[src/logic/lpctl_defines.svh]
`ifndef LPCTL_DEFINES_SVH
`define LPCTL_DEFINES_SVH

// Clock period in picoseconds (100 MHz)
`define LPCTL_TCK_PS        32'd10000
`define LPCTL_CYC(ps, mn)   (((ps) + `LPCTL_TCK_PS - 32'd1) / `LPCTL_TCK_PS < (mn) ? (mn) : \
                             ((ps) + `LPCTL_TCK_PS - 32'd1) / `LPCTL_TCK_PS)

// Core timing minimums in picoseconds, as printed in ns
`define LPCTL_TRCD_PS       32'd18000
`define LPCTL_TRPPB_PS      32'd18000
`define LPCTL_TRPAB_PS      32'd21000
`define LPCTL_TRAS_PS       32'd42000
`define LPCTL_TWR_PS        32'd15000
`define LPCTL_TWTR_PS       32'd10000
`define LPCTL_TRTP_PS       32'd7500
`define LPCTL_TRRD_PS       32'd10000
`define LPCTL_TFAW_PS       32'd60000
`define LPCTL_TRFCAB_PS     32'd130000
`define LPCTL_TXP_PS        32'd7500
`define LPCTL_TXSR_PS       (`LPCTL_TRFCAB_PS + 32'd10000)
`define LPCTL_TCKESR_PS     32'd15000

// Cycle counts derived from the times above; tCCD, tCKE, tMRW and tMRR are fixed counts
`define LPCTL_TRCD_CYC      `LPCTL_CYC(`LPCTL_TRCD_PS, 32'd3)
`define LPCTL_TRPPB_CYC     `LPCTL_CYC(`LPCTL_TRPPB_PS, 32'd3)
`define LPCTL_TRPAB_CYC     `LPCTL_CYC(`LPCTL_TRPAB_PS, 32'd3)
`define LPCTL_TRAS_CYC      `LPCTL_CYC(`LPCTL_TRAS_PS, 32'd3)
`define LPCTL_TWR_CYC       `LPCTL_CYC(`LPCTL_TWR_PS, 32'd3)
`define LPCTL_TWTR_CYC      `LPCTL_CYC(`LPCTL_TWTR_PS, 32'd2)
`define LPCTL_TRTP_CYC      `LPCTL_CYC(`LPCTL_TRTP_PS, 32'd2)
`define LPCTL_TRRD_CYC      `LPCTL_CYC(`LPCTL_TRRD_PS, 32'd2)
`define LPCTL_TFAW_CYC      `LPCTL_CYC(`LPCTL_TFAW_PS, 32'd8)
`define LPCTL_TRFC_CYC      `LPCTL_CYC(`LPCTL_TRFCAB_PS, 32'd1)
`define LPCTL_TXP_CYC       `LPCTL_CYC(`LPCTL_TXP_PS, 32'd2)
`define LPCTL_TXSR_CYC      `LPCTL_CYC(`LPCTL_TXSR_PS, 32'd2)
`define LPCTL_TCKESR_CYC    `LPCTL_CYC(`LPCTL_TCKESR_PS, 32'd3)
`define LPCTL_TCCD_CYC      32'd2
`define LPCTL_TCKE_CYC      32'd3
`define LPCTL_TMRW_CYC      32'd5
`define LPCTL_TMRR_CYC      32'd2
// Row open limit 70 us, refresh interval 3.9 us, deep power-down 500 us
`define LPCTL_TRASMAX_NS    32'd70000
`define LPCTL_TREFI_NS      32'd3900
`define LPCTL_TDPD_NS       32'd500000

// Latencies for the grade this controller drives (400 grade at 100 MHz)
`define LPCTL_RL_CYC        32'd3
`define LPCTL_WL_CYC        32'd1
`define LPCTL_BL_BEATS      32'd4

// Command encodings on rising-edge CA0..CA3
`define LPCTL_ENC_MRW       4'h0
`define LPCTL_ENC_ACT_BITS  2'h2
`define LPCTL_ENC_WR        3'h1
`define LPCTL_ENC_RD        3'h5
`define LPCTL_ENC_PRE       4'hB
`define LPCTL_ENC_REFAB     4'hC
`define LPCTL_ENC_NOP       4'h7
`define LPCTL_ENC_SELF      4'h4
`define LPCTL_ENC_DPD       4'h3

// Field widths in the user request word, and the write FIFO depth
`define LPCTL_ROW_W         14
`define LPCTL_COL_W         10
`define LPCTL_BANK_W        3
`define LPCTL_FIFO_DEPTH    16

`endif

[src/logic/lpctl_pkg.sv]
`include "lpctl_defines.svh"

package lpctl_pkg;
   typedef enum logic [2:0] {
      LPCTL_OP_READ,
      LPCTL_OP_WRITE,
      LPCTL_OP_MRW,
      LPCTL_OP_REFRESH,
      LPCTL_OP_SELFREF,
      LPCTL_OP_DEEPPD,
      LPCTL_OP_WAKE
   } lpctl_op_t;

   typedef struct packed {
      lpctl_op_t                  op;
      logic                       autoPre;
      logic [`LPCTL_BANK_W-1:0]   bank;
      logic [`LPCTL_ROW_W-1:0]    row;
      logic [`LPCTL_COL_W-1:0]    col;
      logic [7:0]                 mrAddr;
      logic [7:0]                 mrData;
   } lpctl_req_t;

   typedef struct packed {
      logic [31:0] data;
      logic [3:0]  mask;
   } lpctl_beat_t;

   typedef struct packed {
      logic       csn;
      logic       cke;
      logic [9:0] caRise;
      logic [9:0] caFall;
   } lpctl_ca_t;
endpackage

[src/logic/lpctl_fifo.sv]
`timescale 1ns/1ps
`default_nettype none

module lpctl_fifo #(
   parameter int WIDTH = 36,
   parameter int DEPTH = 16
) (
   input  wire logic             mclk,     // System clock
   input  wire logic             rstn,     // Async reset, active low
   input  wire logic             inValid,  // Write side valid
   output logic                  inReady,  // Write side ready
   input  wire logic [WIDTH-1:0] inData,   // Write side data
   output logic                  outValid, // Read side valid
   input  wire logic             outReady, // Read side ready
   output logic      [WIDTH-1:0] outData   // Read side data
);
   localparam int AW = $clog2(DEPTH);
   logic [WIDTH-1:0] mem [DEPTH];
   logic [AW:0]      wrPtr;
   logic [AW:0]      rdPtr;
   wire              doWr = inValid && inReady;
   wire              doRd = outValid && outReady;

   assign inReady  = (wrPtr - rdPtr) != (AW+1)'(DEPTH);
   assign outValid = wrPtr != rdPtr;
   assign outData  = mem[rdPtr[AW-1:0]];

   always_ff @(posedge mclk) begin
      if (doWr) mem[wrPtr[AW-1:0]] <= inData;
   end

   always_ff @(posedge mclk or negedge rstn) begin
      if (!rstn) begin
         wrPtr <= '0;
         rdPtr <= '0;
      end else begin
         if (doWr) wrPtr <= wrPtr + 1'b1;
         if (doRd) rdPtr <= rdPtr + 1'b1;
      end
   end
endmodule

`default_nettype wire

[src/logic/lpctl_ctrl.sv]
`timescale 1ns/1ps
`default_nettype none
`include "lpctl_defines.svh"

module lpctl_ctrl #(
   parameter int REFI_CYC   = `LPCTL_TREFI_NS * 32'd1000 / `LPCTL_TCK_PS,
   parameter int RASMAX_CYC = `LPCTL_TRASMAX_NS * 32'd1000 / `LPCTL_TCK_PS,
   parameter int DPD_CYC    = `LPCTL_TDPD_NS * 32'd1000 / `LPCTL_TCK_PS
) (
   input  wire logic                   mclk,      // System clock, 100 MHz
   input  wire logic                   rstn,      // Async reset, active low
   input  wire lpctl_pkg::lpctl_req_t  req,       // User request
   input  wire logic                   reqValid,  // Request valid
   output logic                        reqReady,  // Request taken this cycle
   input  wire lpctl_pkg::lpctl_beat_t wrBeat,    // Write data and byte mask
   input  wire logic                   wrValid,   // Write beat valid
   output logic                        wrReady,   // Write FIFO has room
   output logic [31:0]                 rdData,    // Read data
   output logic                        rdValid,   // Read data pulse
   output logic                        busy,      // Controller not idle
   output logic                        memCkEn,   // Clock enable to memory
   output logic                        memCsn,    // Chip select, low active
   output logic [9:0]                  memCaRise, // CA bits for rising edge
   output logic [9:0]                  memCaFall, // CA bits for falling edge
   output logic [31:0]                 memDqOut,  // Data out
   output logic [31:0]                 memDqOe,   // Data output enable
   input  wire logic [31:0]            memDqIn,   // Data in
   output logic [3:0]                  memMask,   // Byte masks on writes
   output logic [3:0]                  memStrobe, // Write strobe level
   output logic [3:0]                  memStrobeOe // Strobe output enable
);
   typedef enum logic [3:0] {
      S_IDLE, S_ACT, S_COL, S_PRE, S_MRW, S_REF, S_SELF, S_DPD, S_WAKE, S_WAIT
   } state_t;

   state_t                 state;
   state_t                 next_state;
   lpctl_pkg::lpctl_req_t  cur;
   logic [19:0]            waitCnt;
   logic [19:0]            refCnt;
   logic [19:0]            rasCnt;
   logic [3:0]             ckeCnt;
   logic [3:0]             actHist [4];
   logic [3:0]             colGap;
   logic [7:0]             dataPipe;
   logic [9:0]             rdPipe;
   logic [2:0]             beatCnt;
   logic [31:0]            dqS1;
   logic [31:0]            dqS2;
   logic                   lowPower;
   lpctl_pkg::lpctl_ca_t   ca;

   wire lpctl_pkg::lpctl_beat_t fifoOut;
   wire logic fifoValid;
   wire logic fifoPop = dataPipe[0] && fifoValid;

   lpctl_fifo #(.WIDTH(36), .DEPTH(`LPCTL_FIFO_DEPTH)) wrFifo (
      .mclk     (mclk),
      .rstn     (rstn),
      .inValid  (wrValid),
      .inReady  (wrReady),
      .inData   (wrBeat),
      .outValid (fifoValid),
      .outReady (fifoPop),
      .outData  (fifoOut)
   );

   // Time since the most recent activate bounds the four-activate window
   wire logic fawOk  = actHist[3] == 4'h0;
   wire logic rrdOk  = actHist[0] == 4'h0;
   wire logic waitOk = waitCnt == 20'h0;
   wire logic ckeOk  = ckeCnt == 4'h0;
   wire logic refDue = refCnt == 20'h0;
   wire logic rasOk  = rasCnt == 20'h0;
   wire logic colOk  = colGap == 4'h0;

   function automatic logic [19:0] cyc(input logic [31:0] n);
      cyc = n[19:0];
   endfunction

   // Encoded CA words for activate, column, mode write, precharge and refresh
   wire logic [9:0] actR = {cur.bank, cur.row[12:8], 2'h2};
   wire logic [9:0] actF = {1'b0, cur.row[13], cur.row[7:0]};
   wire logic [9:0] colR = {cur.bank, cur.col[2:1], 2'h0,
                            (cur.op == lpctl_pkg::LPCTL_OP_WRITE) ? `LPCTL_ENC_WR : `LPCTL_ENC_RD};
   wire logic [9:0] colF = {2'h0, cur.col[9:3], cur.autoPre};
   wire logic [9:0] mrwR = {cur.mrAddr[5:0], `LPCTL_ENC_MRW};
   wire logic [9:0] mrwF = {cur.mrData, cur.mrAddr[7:6]};
   wire logic [9:0] preR = {cur.bank, 2'h0, 1'b0, `LPCTL_ENC_PRE};
   wire logic [9:0] refR = {6'h00, `LPCTL_ENC_REFAB};

   wire logic canAct = waitOk && rrdOk && fawOk;
   wire logic canCol = waitOk && colOk;

   always_comb begin
      next_state = state;
      case (state)
         S_IDLE: begin
            if (refDue && !lowPower) next_state = S_REF;
            else if (reqValid && !lowPower) begin
               case (req.op)
                  lpctl_pkg::LPCTL_OP_MRW:     next_state = S_MRW;
                  lpctl_pkg::LPCTL_OP_REFRESH: next_state = S_REF;
                  lpctl_pkg::LPCTL_OP_SELFREF: next_state = S_SELF;
                  lpctl_pkg::LPCTL_OP_DEEPPD:  next_state = S_DPD;
                  lpctl_pkg::LPCTL_OP_WAKE:    next_state = S_IDLE;
                  default:                     next_state = S_ACT;
               endcase
            end else if (reqValid && req.op == lpctl_pkg::LPCTL_OP_WAKE)
               next_state = S_WAKE;
         end
         S_ACT:  if (canAct) next_state = S_COL;
         S_COL:  if (canCol) next_state = S_PRE;
         S_PRE:  if (waitOk && rasOk) next_state = S_WAIT;
         // Low-power minimum time runs in waitCnt while idle, so wake waits for it
         S_WAKE: if (ckeOk && waitOk) next_state = S_WAIT;
         S_MRW, S_REF, S_SELF, S_DPD: if (waitOk && ckeOk) next_state = (state == S_SELF || state == S_DPD) ? S_IDLE : S_WAIT;
         S_WAIT: if (waitOk && dataPipe == 8'h0 && rdPipe == 10'h0) next_state = S_IDLE;
         default: next_state = S_IDLE;
      endcase
   end

   wire logic enterIdle = state == S_IDLE && next_state != S_IDLE;
   assign reqReady = state == S_IDLE && reqValid && (next_state != S_IDLE || req.op == lpctl_pkg::LPCTL_OP_WAKE)
                     && !(refDue && !lowPower);
   assign busy     = state != S_IDLE;
   wire logic issueAct = state == S_ACT && canAct;
   wire logic issueCol = state == S_COL && canCol;
   wire logic issuePre = state == S_PRE && waitOk && rasOk;
   wire logic issueMrw = state == S_MRW && waitOk;
   wire logic issueRef = state == S_REF && waitOk;
   wire logic isWrite  = cur.op == lpctl_pkg::LPCTL_OP_WRITE;

   // Default command is deselect so the device sees nothing new
   always_comb begin
      ca = '{csn: 1'b1, cke: memCkEn, caRise: 10'h3FF, caFall: 10'h3FF};
      if (issueAct) ca = '{1'b0, 1'b1, actR, actF};
      else if (issueCol) ca = '{1'b0, 1'b1, colR, colF};
      else if (issuePre) ca = '{1'b0, 1'b1, preR, 10'h000};
      else if (issueMrw) ca = '{1'b0, 1'b1, mrwR, mrwF};
      else if (issueRef) ca = '{1'b0, 1'b1, refR, 10'h000};
      else if (state == S_SELF && waitOk && ckeOk && !lowPower)
         ca = '{1'b0, 1'b0, {6'h00, `LPCTL_ENC_SELF}, 10'h000};
      else if (state == S_DPD && waitOk && ckeOk && !lowPower)
         ca = '{1'b0, 1'b0, {6'h00, `LPCTL_ENC_DPD}, 10'h000};
      else if (state == S_WAKE && ckeOk && waitOk) ca.cke = 1'b1;
   end

   // Auto-precharge skips the explicit precharge; wait covers tRP anyway
   always_ff @(posedge mclk or negedge rstn) begin
      if (!rstn) begin
         state     <= S_IDLE;
         cur       <= '0;
         waitCnt   <= 20'h0;
         refCnt    <= 20'h0;
         rasCnt    <= 20'h0;
         ckeCnt    <= 4'h0;
         colGap    <= 4'h0;
         lowPower  <= 1'b0;
         memCkEn   <= 1'b1;
         memCsn    <= 1'b1;
         memCaRise <= 10'h3FF;
         memCaFall <= 10'h3FF;
      end else begin
         state     <= next_state;
         memCkEn   <= ca.cke;
         memCsn    <= ca.csn;
         memCaRise <= ca.caRise;
         memCaFall <= ca.caFall;
         if (enterIdle) cur <= req;
         refCnt  <= issueRef ? cyc(REFI_CYC) : (refCnt != 20'h0 ? refCnt - 20'h1 : refCnt);
         colGap  <= issueCol ? 4'(`LPCTL_TCCD_CYC - 32'd1) : (colOk ? colGap : colGap - 4'h1);
         ckeCnt  <= (ca.cke != memCkEn) ? 4'(`LPCTL_TCKE_CYC - 32'd1) : (ckeOk ? ckeCnt : ckeCnt - 4'h1);
         if (issueAct) rasCnt <= cyc(`LPCTL_TRAS_CYC - 32'd1);
         else if (!rasOk) rasCnt <= rasCnt - 20'h1;
         if (issueAct) waitCnt <= cyc(`LPCTL_TRCD_CYC - 32'd1);
         else if (issueCol) begin
            if (cur.autoPre)
               waitCnt <= cyc(`LPCTL_WL_CYC + `LPCTL_BL_BEATS / 32'd2 + `LPCTL_TWR_CYC + `LPCTL_TRPPB_CYC);
            else if (isWrite)
               waitCnt <= cyc(`LPCTL_WL_CYC + `LPCTL_BL_BEATS / 32'd2 + `LPCTL_TWR_CYC);
            else
               waitCnt <= cyc(`LPCTL_BL_BEATS / 32'd2 + `LPCTL_TRTP_CYC);
         end else if (issuePre) waitCnt <= cyc(`LPCTL_TRPPB_CYC - 32'd1);
         else if (issueMrw) waitCnt <= cyc(`LPCTL_TMRW_CYC - 32'd1);
         else if (issueRef) waitCnt <= cyc(`LPCTL_TRFC_CYC - 32'd1);
         else if (state == S_SELF && ca.cke == 1'b0 && memCkEn) begin
            waitCnt  <= cyc(`LPCTL_TCKESR_CYC);
            lowPower <= 1'b1;
         end else if (state == S_DPD && ca.cke == 1'b0 && memCkEn) begin
            waitCnt  <= cyc(DPD_CYC);
            lowPower <= 1'b1;
         end else if (state == S_WAKE && ckeOk && waitOk) begin
            waitCnt  <= cyc(`LPCTL_TXSR_CYC);
            lowPower <= 1'b0;
         end else if (!waitOk) waitCnt <= waitCnt - 20'h1;
         // Auto-precharge closes the row, so the explicit precharge is skipped
         if (issueCol && cur.autoPre) state <= S_WAIT;
      end
   end

   // Activate history for spacing and the four-activate window
   genvar gi;
   generate
      for (gi = 0; gi < 4; gi++) begin : gHist
         always_ff @(posedge mclk or negedge rstn) begin
            if (!rstn) actHist[gi] <= 4'h0;
            else if (issueAct) actHist[gi] <= (gi == 0) ? 4'(`LPCTL_TRRD_CYC - 32'd1)
                                                          : 4'(`LPCTL_TFAW_CYC - 32'd1);
            else if (actHist[gi] != 4'h0) actHist[gi] <= actHist[gi] - 4'h1;
         end
      end
   endgenerate

   // Data timing pipes: write beats at WL, read beats sampled after RL
   always_ff @(posedge mclk or negedge rstn) begin
      if (!rstn) begin
         dataPipe <= 8'h0;
         rdPipe   <= 10'h0;
         beatCnt  <= 3'h0;
      end else begin
         dataPipe <= {1'b0, dataPipe[7:1]};
         rdPipe   <= {1'b0, rdPipe[9:1]};
         if (issueCol && isWrite) dataPipe[`LPCTL_WL_CYC + 32'd1 +: 4] <= 4'hF;
         if (issueCol && !isWrite) rdPipe[`LPCTL_RL_CYC + 32'd3 +: 4] <= 4'hF;
         if (fifoPop) beatCnt <= beatCnt + 3'h1;
      end
   end

   // Read data crosses from the pins through two flops and then the rdData register
   always_ff @(posedge mclk or negedge rstn) begin
      if (!rstn) begin
         dqS1        <= 32'h0;
         dqS2        <= 32'h0;
         rdData      <= 32'h0;
         rdValid     <= 1'b0;
         memDqOut    <= 32'h0;
         memDqOe     <= 32'h0;
         memMask     <= 4'h0;
         memStrobe   <= 4'h0;
         memStrobeOe <= 4'h0;
      end else begin
         dqS1    <= memDqIn;
         dqS2    <= dqS1;
         rdData  <= dqS2;
         rdValid <= rdPipe[0];
         // Lane i drives DQ[8i+7:8i]; an empty FIFO beat goes out masked
         memDqOut    <= fifoOut.data;
         memDqOe     <= {32{dataPipe[0]}};
         memMask     <= fifoValid ? fifoOut.mask : 4'hF;
         memStrobe   <= {4{beatCnt[0]}};
         memStrobeOe <= {4{dataPipe[0]}};
      end
   end
endmodule

`default_nettype wire

[config.mk]
export PLATFORM = sky130hd
export DESIGN_NAME = lpctl_ctrl
export DESIGN_NICKNAME = d
export VERILOG_FILES = /design/src/logic/lpctl_pkg.sv /design/src/logic/lpctl_fifo.sv /design/src/logic/lpctl_ctrl.sv
export VERILOG_INCLUDE_DIRS = /design/src /design/src/logic
export SDC_FILE = /design/constraint.sdc
export NUM_CORES = 1
export LEC_CHECK = 0
export ABC_AREA = 1
export ABC_CLOCK_PERIOD_IN_PS = 5900
export BUFFER_PORTS_ARGS = -buffer_cell sky130_fd_sc_hd__buf_2
export CAP_MARGIN = 0
export CORE_ASPECT_RATIO = 1.4
export CORE_UTILIZATION = 55
export DETAILED_ROUTE_END_ITERATION = 8
export GPL_TIMING_DRIVEN = 0
export HOLD_SLACK_MARGIN = 0.1
export PLACE_DENSITY = 0.85
export SLEW_MARGIN = 20
export SYNTH_ARGS = -nofsm -noshare
export SYNTH_HDL_FRONTEND = slang
export SYNTH_SLANG_ARGS = --single-unit
[constraint.sdc]
create_clock -name mclk -period 5.9 [get_ports mclk]
set_input_delay 0.295 -clock mclk [delete_from_list [all_inputs] [get_ports mclk]]
set_output_delay 0.295 -clock mclk [all_outputs]
set_load 0.02 [all_outputs]
* After elaboration in Yosys (flattened, before gate mapping)
Memories as Yosys holds them, arrays and structs flattened.
Index checks and enable logic that the tools add are counted.
** Storage, ports and cells
- Logic and storage cells :: 193
- Register bits after elaboration :: 315
- Memories :: 1
- Bits in writable memories :: 576
** Memories
- wrFifo.mem :: words 16, bits a word 36, read ports 1, clocked after Yosys merged registers in 0, wr ports 1, line lpctl_fifo.sv:18 : logic [WIDTH-1:0] mem [DEPTH];
** Operators by class
- Reductions and logical operators :: 64
- Add/subtract/negate cells :: 11
- Bitwise operators :: 6
- Mux-type cells :: 55
- Equal/unequal tests :: 22
** Operators by type and width (number)
- $mux 20 :: 14
- $mux 22 :: 6
- $mux 4 :: 23
- $logic_not 20->1 :: 3
- $sub 20x1->20 const B :: 3
- $logic_and 1x1->1 :: 38
- $pmux 4 s7 :: 1
- $logic_not 4->1 :: 5
- $reduce_bool 20->1 :: 1
- $eq 4x3->1 const B :: 4
- $reduce_bool 4->1 :: 4
- $sub 4x1->4 const B :: 4
- $pmux 3 s5 :: 1
- $add 5x1->5 const B :: 2
- $logic_not 10->1 :: 1
- $eq 3x3->1 const B :: 3
- $ne 9x1->1 const B :: 1
- $eq 4x2->1 const B :: 2
- $eq 4x4->1 const B :: 2
- $logic_not 8->1 :: 1
- $mux 1 :: 8
- $eq 3x2->1 const B :: 2
- $ne 2x1->1 const B :: 3
- $not 1->1 :: 6
- 15 further kinds :: 20

* Depth between registers and ports, before layout
Gate-level depths: netlist of run 1.
- Depth in word-level cells :: 21
- Depth in mapped cells :: 18
- Mapped depth without buffers :: 18

* Modules after synthesis
A second synthesis of run 1 with hierarchy kept.
** Unflattened totals
- Cell total of the unflattened synthesis :: 2933
- Area total of the unflattened synthesis :: 35280.1 sq um
** By module, submodules not included
- lpctl_fifo :: instances 1, area an instance 23199.8 sq um, cells each 1761, seq. area each 17546.8 sq um
- lpctl_ctrl :: instances 1, area an instance 12080.3 sq um, cells each 1172, seq. area each 7559.8 sq um

* Worst setup path before layout of run 1
OpenSTA, ideal clock, no wires.
- Path kind :: register to register
- Start point :: register wrFifo.rdPtr[1]
- End point :: memory wrFifo.mem[15][0], enable pin
- Period minus slack after synthesis :: 4.516 ns
- Path slack :: 1.384 ns
- Setup time :: 0.432 ns
- Path buffers :: 3
- Arrival :: 4.084 ns
- Cell stages (with the launch flop) :: 16
- Cell sequence :: dfrtp_1 -> clkbuf_1 -> inv_1 -> clkbuf_1 -> clkbuf_1 -> ha_1 -> a21oi_1 -> nor2_1 -> nor2_1 -> xnor2_1 -> inv_1 -> nand4_1 -> nand2_1 -> inv_1 -> nand2_1 -> nor2_1
** Between the ends
- Longest elaborated chain between the ends :: 5
** Ends and longest elaborated chain
- start: declaration :: line lpctl_fifo.sv:20 : logic [AW:0] rdPtr;
- start signal: assignment :: line lpctl_fifo.sv:38 : if (doRd) rdPtr <= rdPtr + 1'b1;
- $sub 5x5->5 :: line lpctl_fifo.sv:24 : assign inReady = (wrPtr - rdPtr) != (AW+1)'(DEPTH);
- $ne 5x5->1 :: line lpctl_fifo.sv:24
- net wrReady :: line lpctl_ctrl.sv:17 : output logic wrReady,
- $logic_and 1x1->1 :: line lpctl_fifo.sv:21 : wire doWr = inValid && inReady;
- $mux 1 :: line lpctl_fifo.sv:29 : if (doWr) mem[wrPtr[AW-1:0]] <= inData;
- $mux 1 (implied by the code) :: line lpctl_fifo.sv:29
- end: declaration :: line lpctl_fifo.sv:18
The timed path passes the listed nets, and every way through them passes these cells.

* Final worst setup path of run 1
- Start point :: register wrFifo.rdPtr[1]
- End point :: memory wrFifo.mem[15][15], enable pin
** Between the ends
- Longest elaborated chain between the ends :: 5
** Ends and longest elaborated chain (line)
- $sub 5x5->5 :: lpctl_fifo.sv:24
- $ne 5x5->1 :: lpctl_fifo.sv:24
- $logic_and 1x1->1 :: lpctl_fifo.sv:21
- $mux 1 :: lpctl_fifo.sv:29
- $mux 1 (implied by the code) :: lpctl_fifo.sv:29
No other way between the ends.

==> results.py, run 1 <==
metrics = {
    "clocking": {
        "postCtsSetupRepairBufs": 0,
        "number_of_clock_buffers_inserted_by_tritoncts": 81,
        "clkTransAtPathRegs_ns": 0.07,
        "cts-resized-gates": 0,
        "cts.sink_count": 887,
        "insertion_delay_to_the_later_sink_of_the_worst_skew_pair_ns": 0.65,
        "cts.htree.levels": 3,
        "cts-root-buf": "sky130_fd_sc_hd__clkbuf_16",
        "cts_tree": "yes",
        "clk_path_buf_depth": 3,
    },
    "sta": {
        "finalWorstPathRequiredPeriod_ns": 5.13,
        "max_slew.worst_pin.slew_ns": 1.16,
        "achievable_freq_ghz": 0.195,
        "min_period_over_period": 0.869,
        "layout_setup_ws_ns": 0.774,
        "report.final.hold_viol_count": 0,
        "rsz0062_at_grt": "no",
        "finalMaxSlewViolations": 0,
        "worst_slew_margin_rel": 0.220,
        "clock-skew-final_ns": 0.0347,
        "number_of_endpoints_failing_setup_at_the_final_stage": 0,
    },
    "die": {
        "die_width_um": 215,
        "placementRows": 108,
        "dieArea_um2": 64300,
        "floorplan.die.height_um": 300,
        "starting_density": 0.558,
        "io_pins": 253,
        "core-area_um2": 62300,
    },
    "pwr": {
        "design_power_total_mw": 16.1,
        "max-vdd-ir-drop_uv": 320,
        "p_leak_nw": 16.5,
        "power_density_nw_per_um2": 385,
    },
    "worst_setup_path": {
        "critPathMaxStageDelay_ns": 0.73,
        "worst_setup_path_end_kind": "register",
        "critical_path.startpoint_type": "register",
        "worst-r2r-setup-slack_ns": 0.77,
        "cp_data_required_time_ns": 6.23,
        "crit_chain": "clkbuf_1 > inv_1 > clkbuf_1 > clkbuf_1 > ha_1 > a21oi_1 > nor2_1 > nor2_1 > xnor2_1 > inv_1 > nand4_1 > nand2_1 > inv_1 > nand2_1 > nor2_4 > buf_12",
        "critical_path_peak_fanout": 21,
        "critical_path_arrival_ns": 5.46,
        "worst-setup-path-type": "register to register",
        "critPathSlowestCell": "sky130_fd_sc_hd__nor2_4",
    },
    "synthesis": {
        "netlist.area_leader.share": 0.497,
        "synth_area_leader_cell": "sky130_fd_sc_hd__edfxtp_1",
        "ys_top_cells_by_area": "sky130_fd_sc_hd__edfxtp_1 50%, sky130_fd_sc_hd__dfrtp_1 21%, sky130_fd_sc_hd__nor2_1 4.6%",
        "leading_post_synthesis_cells_by_instance_count": "576 x sky130_fd_sc_hd__edfxtp_1, 429 x sky130_fd_sc_hd__nor2_1, 321 x sky130_fd_sc_hd__o21ai_0, 316 x sky130_fd_sc_hd__nand2_1, 289 x sky130_fd_sc_hd__dfrtp_1",
        "synth.yosys.seq_area_share": 0.722,
        "yosys_register_bits": 887,
        "syn_area_per_cell_um2": 12.4,
        "synth_most_common_cell": "sky130_fd_sc_hd__edfxtp_1",
        "async_flop_share": 0.351,
        "synthDistinctLibCells": 54,
        "synth-main-ff-cell": "sky130_fd_sc_hd__edfxtp_1",
        "syn-cell-area_um2": 34800,
        "syn-instance-count": 2812,
        "synth_edf_count": 576,
        "synth_fp_nets": 2951,
        "synth-warning-count": 0,
    },
    "layout": {
        "final_design_area_no_fill_um2": 41800,
        "seq_area_um2": 25100,
        "flow.area_growth_from_synthesis_pct": 20.2,
        "multi_input_comb_area_um2": 8390,
        "utilization": 0.671,
        "fill_count": 4102,
        "post_route_cells_drive_above_1_share": 0.172,
        "finalNetCount": 3422,
    },
    "global_routing": {
        "via_count_of_the_first_global_routing_pass": 25400,
        "grtUsageTotal": 0.306,
        "globalRouteOverflowTotal": 0,
        "grt_start_max_net_pins": 109,
        "antenna_found_initial": 4,
        "first_pass_grt_wire_length_um": 148000,
    },
    "route": {
        "routedWlPerCell_um": 23.5,
        "route.vias.total": 25100,
        "route.detailed.vias_per_inst": 6.00,
        "drt_pass1_iterations": 9,
        "drt.antenna.violating_nets": 0,
        "drcViolationCount": 0,
        "routed_wirelength_um": 98100,
        "drt_first_iter_violations": 3453,
    },
    "placement": {
        "placement.setup.worst_slack_ns": 0.884,
        "place.detailed.hpwl_um": 62200,
        "portBuffers": 251,
        "dpl-instance-area_um2": 37700,
        "globalplace.congestion": 0.931,
    },
    "status": {
        "outcome": "complete, no violations",
    },
    "run": {
        "max_cap_violations": 0,
    },
    "worst_hold_path": {
        "hold_class": "input port to async pin",
    },
}
[where the power goes]
part	switching [mW]	internal [mW]	total [mW]
clock	2.40	3.25	5.65
sequential	0.430	7.51	7.94
combinational	1.64	0.873	2.51
total	4.47	11.6	16.1
[area by class of cell]
cell class              count  area share
clock inverters            57      0.0184
repair buffers            388      0.0708
plain buffers             174      0.0213
multi-input cells        1614       0.201
well taps                 825      0.0247
clock buffers              94      0.0509
flip-flops and latches    887       0.601
inverters                 137      0.0123
diodes                      5    0.000299
[final timing paths]
kind	depth (start not counted)	end	from
max reg2reg	16	wrFifo.mem[15][15]$_DFFE_PP_	wrFifo.rdPtr[1]$_DFFE_PN0P_
min reg2reg	0	rdData[11]$_DFF_PN0_	dqS2[11]$_DFF_PN0_
max in group asynchronous	4	memCaRise[9]$_DFF_PN1_	rstn
max	16	wrFifo.mem[15][15]$_DFFE_PP_	wrFifo.rdPtr[1]$_DFFE_PN0P_
min	2	waitCnt[0]$_DFFE_PN0P_	rstn
min in group mclk	1	wrFifo.mem[14][26]$_DFFE_PP_	wrBeat[26]
[through the flow]
stage          hold WS, ns  TNS [ns]  instances
2_1_floorplan    -0.000591         0       2812
3_3_place_gp         0.331   -943.50       3888
3_5_place_dp         0.212         0       3911
4_1_cts              0.102         0       4176
5_1_grt              0.125         0       4179
6_report             0.139         0       4181
[registers in the layout, summed over array words and instances (netlist names), 2 cells and up]
register	cells
actF	9
actHist	8
actR	8
ckeCnt	4
colF	8
colGap	4
colR	2
cur	19
dataPipe	6
dqS1	32
dqS2	32
memCaFall	10
memCaRise	10
memDqOut	32
memMask	4
rasCnt	20
rdData	32
rdPipe	10
refCnt	20
state	4
waitCnt	20
wrFifo.mem	576
wrFifo.rdPtr	5
wrFifo.wrPtr	5
[repair_timing]
item / 4_1_cts / 5_1_grt
hold buffers: 114 / 0
endpoints found under the hold margin: 843 / 0
setup endpoints to repair: 0 / 0
[routing by layer]
metal  share of wire  track usage
met1            0.33        0.337
met5         0.00011            0
met4           0.074        0.216
met3           0.093       0.0559
met2            0.51        0.535
[placed cells by master (no fill, tap or decap), drive strengths merged, types with 2 or more instances in the layout]
| master | synthesis | final |
|---|---|---|
| nor4 | 10 | 10 |
| nand3b | 3 | 3 |
| and3 | 2 | 2 |
| ha | 20 | 20 |
| nor2 | 443 | 443 |
| dfstp | 22 | 22 |
| xor2 | 27 | 27 |
| a31oi | 5 | 5 |
| clkbuf | 112 | 206 |
| clkinv | 1 | 31 |
| dlygate4sd3 | 0 | 114 |
| a21oi | 44 | 44 |
| bufinv | 0 | 14 |
| edfxtp | 576 | 576 |
| inv | 136 | 143 |
| nor3b | 2 | 2 |
| a221o | 5 | 5 |
| diode | 0 | 5 |
| nand3 | 140 | 140 |
| o221ai | 59 | 59 |
| or2 | 10 | 10 |
| dfrtp | 289 | 289 |
| nand4 | 21 | 21 |
| o211ai | 23 | 23 |
| o21ai | 324 | 324 |
| nor3 | 41 | 41 |
| nand2 | 321 | 321 |
| buf | 62 | 336 |
| clkinvlp | 0 | 6 |
| o22ai | 85 | 85 |
| xnor2 | 19 | 19 |
[worst max-delay path, delay by kind of cell (launching register included)]
family,cells,cell delay [ns]
xor gates and xnor gates,1,0.12
DFF,1,0.40
and+or+nand+nor,6,1.44
adders and majority gates,1,0.35
buffers and inverters,7,2.23
AOI/OAI and AO/OA,1,0.23
[kinds of logic after synthesis]
| kind of cell | Yosys count | synth area share |
|---|---|---|
| AND/OR/NAND/NOR | 995 | 0.127 |
| AO/OA/AOI/OAI | 553 | 0.0922 |
| flip-flops | 887 | 0.722 |
| buffers and inverters | 311 | 0.0404 |
| XOR/XNOR | 46 | 0.0116 |
| adder cells (fa/ha/maj) | 20 | 0.00720 |
(Power assumes the default switching activity.)
==> inputs of run 2 (changes only) <==
--- a/config.mk
+++ b/config.mk
@@ -10,12 +10,14 @@
 export ABC_CLOCK_PERIOD_IN_PS = 5900
 export BUFFER_PORTS_ARGS = -buffer_cell sky130_fd_sc_hd__buf_2
 export CAP_MARGIN = 0
+export CELL_PAD_IN_SITES_DETAIL_PLACEMENT = 1
+export CELL_PAD_IN_SITES_GLOBAL_PLACEMENT = 1
 export CORE_ASPECT_RATIO = 1.4
-export CORE_UTILIZATION = 55
+export CORE_UTILIZATION = 49
 export DETAILED_ROUTE_END_ITERATION = 8
 export GPL_TIMING_DRIVEN = 0
 export HOLD_SLACK_MARGIN = 0.1
-export PLACE_DENSITY = 0.85
+export PLACE_DENSITY = 0.9
 export SLEW_MARGIN = 20
 export SYNTH_ARGS = -nofsm -noshare
 export SYNTH_HDL_FRONTEND = slang
==> results.py, run 2 (synthesis gave the netlist of run 1 again) <==
metrics = {
    "status": {
        "outcome": "complete, no violations",
    },
    "sta": {
        "report.final.hold_viol_count": 0,
        "max_slew.worst_pin.slew_ns": 1.14,
        "min_period_over_period": 0.885,
        "worst_slew_margin_rel": 0.232,
        "layout_setup_ws_ns": 0.677,
        "whs_ns": 0.132,
        "achievable_freq_ghz": 0.191,
        "fin_tns_setup_ns": 0,
        "finalWorstPathRequiredPeriod_ns": 5.22,
        "number_of_endpoints_failing_setup_at_the_final_stage": 0,
        "clock-skew-final_ns": 0.0510,
        "finalMaxSlewViolations": 0,
        "rsz0062_at_grt": "no",
    },
    "pwr": {
        "max-vdd-ir-drop_uv": 347,
        "power_density_nw_per_um2": 398,
        "p_leak_nw": 16.4,
        "design_power_total_mw": 16.7,
    },
    "route": {
        "drcViolationCount": 0,
        "routed_wirelength_um": 134000,
        "route.detailed.vias_per_inst": 6.42,
        "drt_pass1_iterations": 8,
        "routedWlPerCell_um": 31.3,
        "drt.antenna.violating_nets": 0,
        "route.vias.total": 27600,
        "drt_first_iter_violations": 3409,
    },
    "clocking": {
        "cts.htree.levels": 3,
        "number_of_clock_buffers_inserted_by_tritoncts": 83,
        "clkTransAtPathRegs_ns": 0.07,
        "insertion_delay_to_the_later_sink_of_the_worst_skew_pair_ns": 0.70,
        "cts_hold_repair.buffers": 116,
        "postCtsSetupRepairBufs": 0,
        "cts.sink_count": 887,
        "cts-root-buf": "sky130_fd_sc_hd__clkbuf_16",
        "clk_path_buf_depth": 3,
        "cts_tree": "yes",
        "cts-resized-gates": 0,
    },
    "layout": {
        "flow.area_growth_from_synthesis_pct": 20.2,
        "utilization": 0.595,
        "finalNetCount": 3424,
        "final_design_area_no_fill_um2": 41800,
        "highest_count_cells_in_the_layout_ignoring_fill_and_taps": "576 x sky130_fd_sc_hd__edfxtp_1, 413 x sky130_fd_sc_hd__nor2_1, 321 x sky130_fd_sc_hd__o21ai_0",
        "final_cells": 4296,
        "max_reg_flops": 576,
        "post_route_cells_drive_above_1_share": 0.169,
        "fill_count": 7050,
        "layout.cells.most_common": "sky130_fd_sc_hd__edfxtp_1",
    },
    "worst_setup_path": {
        "worst-setup-path-type": "register to register",
        "critical_path_arrival_ns": 5.57,
        "critical_path_buf_inv_count": 7,
        "worst_path_dominant_cell_family": "buffers and inverters",
        "critical_path.startpoint_type": "register",
        "critical_path_peak_fanout": 19,
        "crit_chain": "clkbuf_1 > inv_1 > clkbuf_1 > clkbuf_1 > ha_1 > a21oi_1 > nor2_1 > nor2_1 > xnor2_1 > inv_1 > nand4_1 > nand2_1 > inv_1 > nand2_1 > nor2_4 > buf_12",
        "worst_setup_path_end_kind": "register",
        "critPathMaxStageDelay_ns": 0.78,
        "critPathSlowestCell": "sky130_fd_sc_hd__nor2_4",
        "cp_data_required_time_ns": 6.25,
    },
    "placement": {
        "place.detailed.hpwl_um": 77500,
        "globalplace.congestion": 0.906,
        "place.detailed.instances": 4020,
        "placement.setup.worst_slack_ns": 0.898,
        "dpl-instance-area_um2": 37800,
        "portBuffers": 251,
    },
    "global_routing": {
        "first_pass_grt_wire_length_um": 193000,
        "grtUsageTotal": 0.375,
        "globalRouteOverflowTotal": 0,
        "antenna_found_initial": 10,
        "via_count_of_the_first_global_routing_pass": 29600,
        "grt_start_max_net_pins": 104,
    },
    "die": {
        "floorplan.die.height_um": 317,
        "io_pins": 253,
        "dieArea_um2": 72100,
        "starting_density": 0.495,
        "placementRows": 115,
        "die_width_um": 227,
        "core-area_um2": 70200,
    },
    "worst_hold_path": {
        "hold_class": "input port to async pin",
    },
    "run": {
        "max_cap_violations": 0,
    },
}
==> run 2: report_power, final <==
group	total, mW	switching [mW]	internal, mW
Clock	5.72	2.58	3.14
Sequential	8.09	0.574	7.52
Combinational	2.84	1.97	0.873
Total	16.7	5.12	11.5
==> run 2: worst paths after layout <==
| check | cells past startpoint | end | slack, ns | from |
|---|---|---|---|---|
| worst min register to register | 0 | dqS2[4]$_DFF_PN0_ | 0.35 | dqS1[4]$_DFF_PN0_ |
| worst max-delay path | 16 | wrFifo.mem[15][15]$_DFFE_PP_ | 0.68 | wrFifo.rdPtr[1]$_DFFE_PN0P_ |
| worst min-delay path | 2 | ckeCnt[1]$_DFFE_PN0P_ | 0.13 | rstn |
| min in group mclk | 6 | state[3]$_DFF_PN0_ | 0.28 | reqValid |
| max in group asynchronous | 4 | memDqOut[4]$_DFF_PN0_ | 4.39 | rstn |
| worst max register to register | 16 | wrFifo.mem[15][15]$_DFFE_PP_ | 0.68 | wrFifo.rdPtr[1]$_DFFE_PN0P_ |
==> run 2: layer usage <==
layer  global-route usage  up-vias  part of all wire
li1                     -    10900                 -
met1                0.383    13600              0.31
met2                0.640     2286              0.50
met3                0.105      834              0.10
met4                0.306       10             0.094
met5                    0        -           0.00045
==> run 2: area by class of cell <==
class | instances | area, um2 | share of cell area
inverters | 137 | 514 | 0.0123
clock buffers | 129 | 2490 | 0.0595
diodes | 5 | 12.5 | 0.000299
multi-input cells | 1614 | 8390 | 0.201
clock inverters | 26 | 304 | 0.00727
repair buffers | 388 | 2930 | 0.0701
plain buffers | 174 | 891 | 0.0213
flip-flops and latches | 887 | 25100 | 0.601
well taps | 936 | 1170 | 0.0280
==> run 2: worst reg2reg max path, stage by stage, from the launching register on <==
cell and delay (ns):
sky130_fd_sc_hd__dfrtp_1 0.39, sky130_fd_sc_hd__clkbuf_1 0.28, sky130_fd_sc_hd__inv_1 0.19, sky130_fd_sc_hd__clkbuf_1 0.54, sky130_fd_sc_hd__clkbuf_1 0.60, sky130_fd_sc_hd__ha_1 0.38, sky130_fd_sc_hd__a21oi_1 0.23, sky130_fd_sc_hd__nor2_1 0.06
sky130_fd_sc_hd__nor2_1 0.11, sky130_fd_sc_hd__xnor2_1 0.13, sky130_fd_sc_hd__inv_1 0.05, sky130_fd_sc_hd__nand4_1 0.21, sky130_fd_sc_hd__nand2_1 0.14, sky130_fd_sc_hd__inv_1 0.20, sky130_fd_sc_hd__nand2_1 0.31, sky130_fd_sc_hd__nor2_4 0.78
sky130_fd_sc_hd__buf_12 0.30
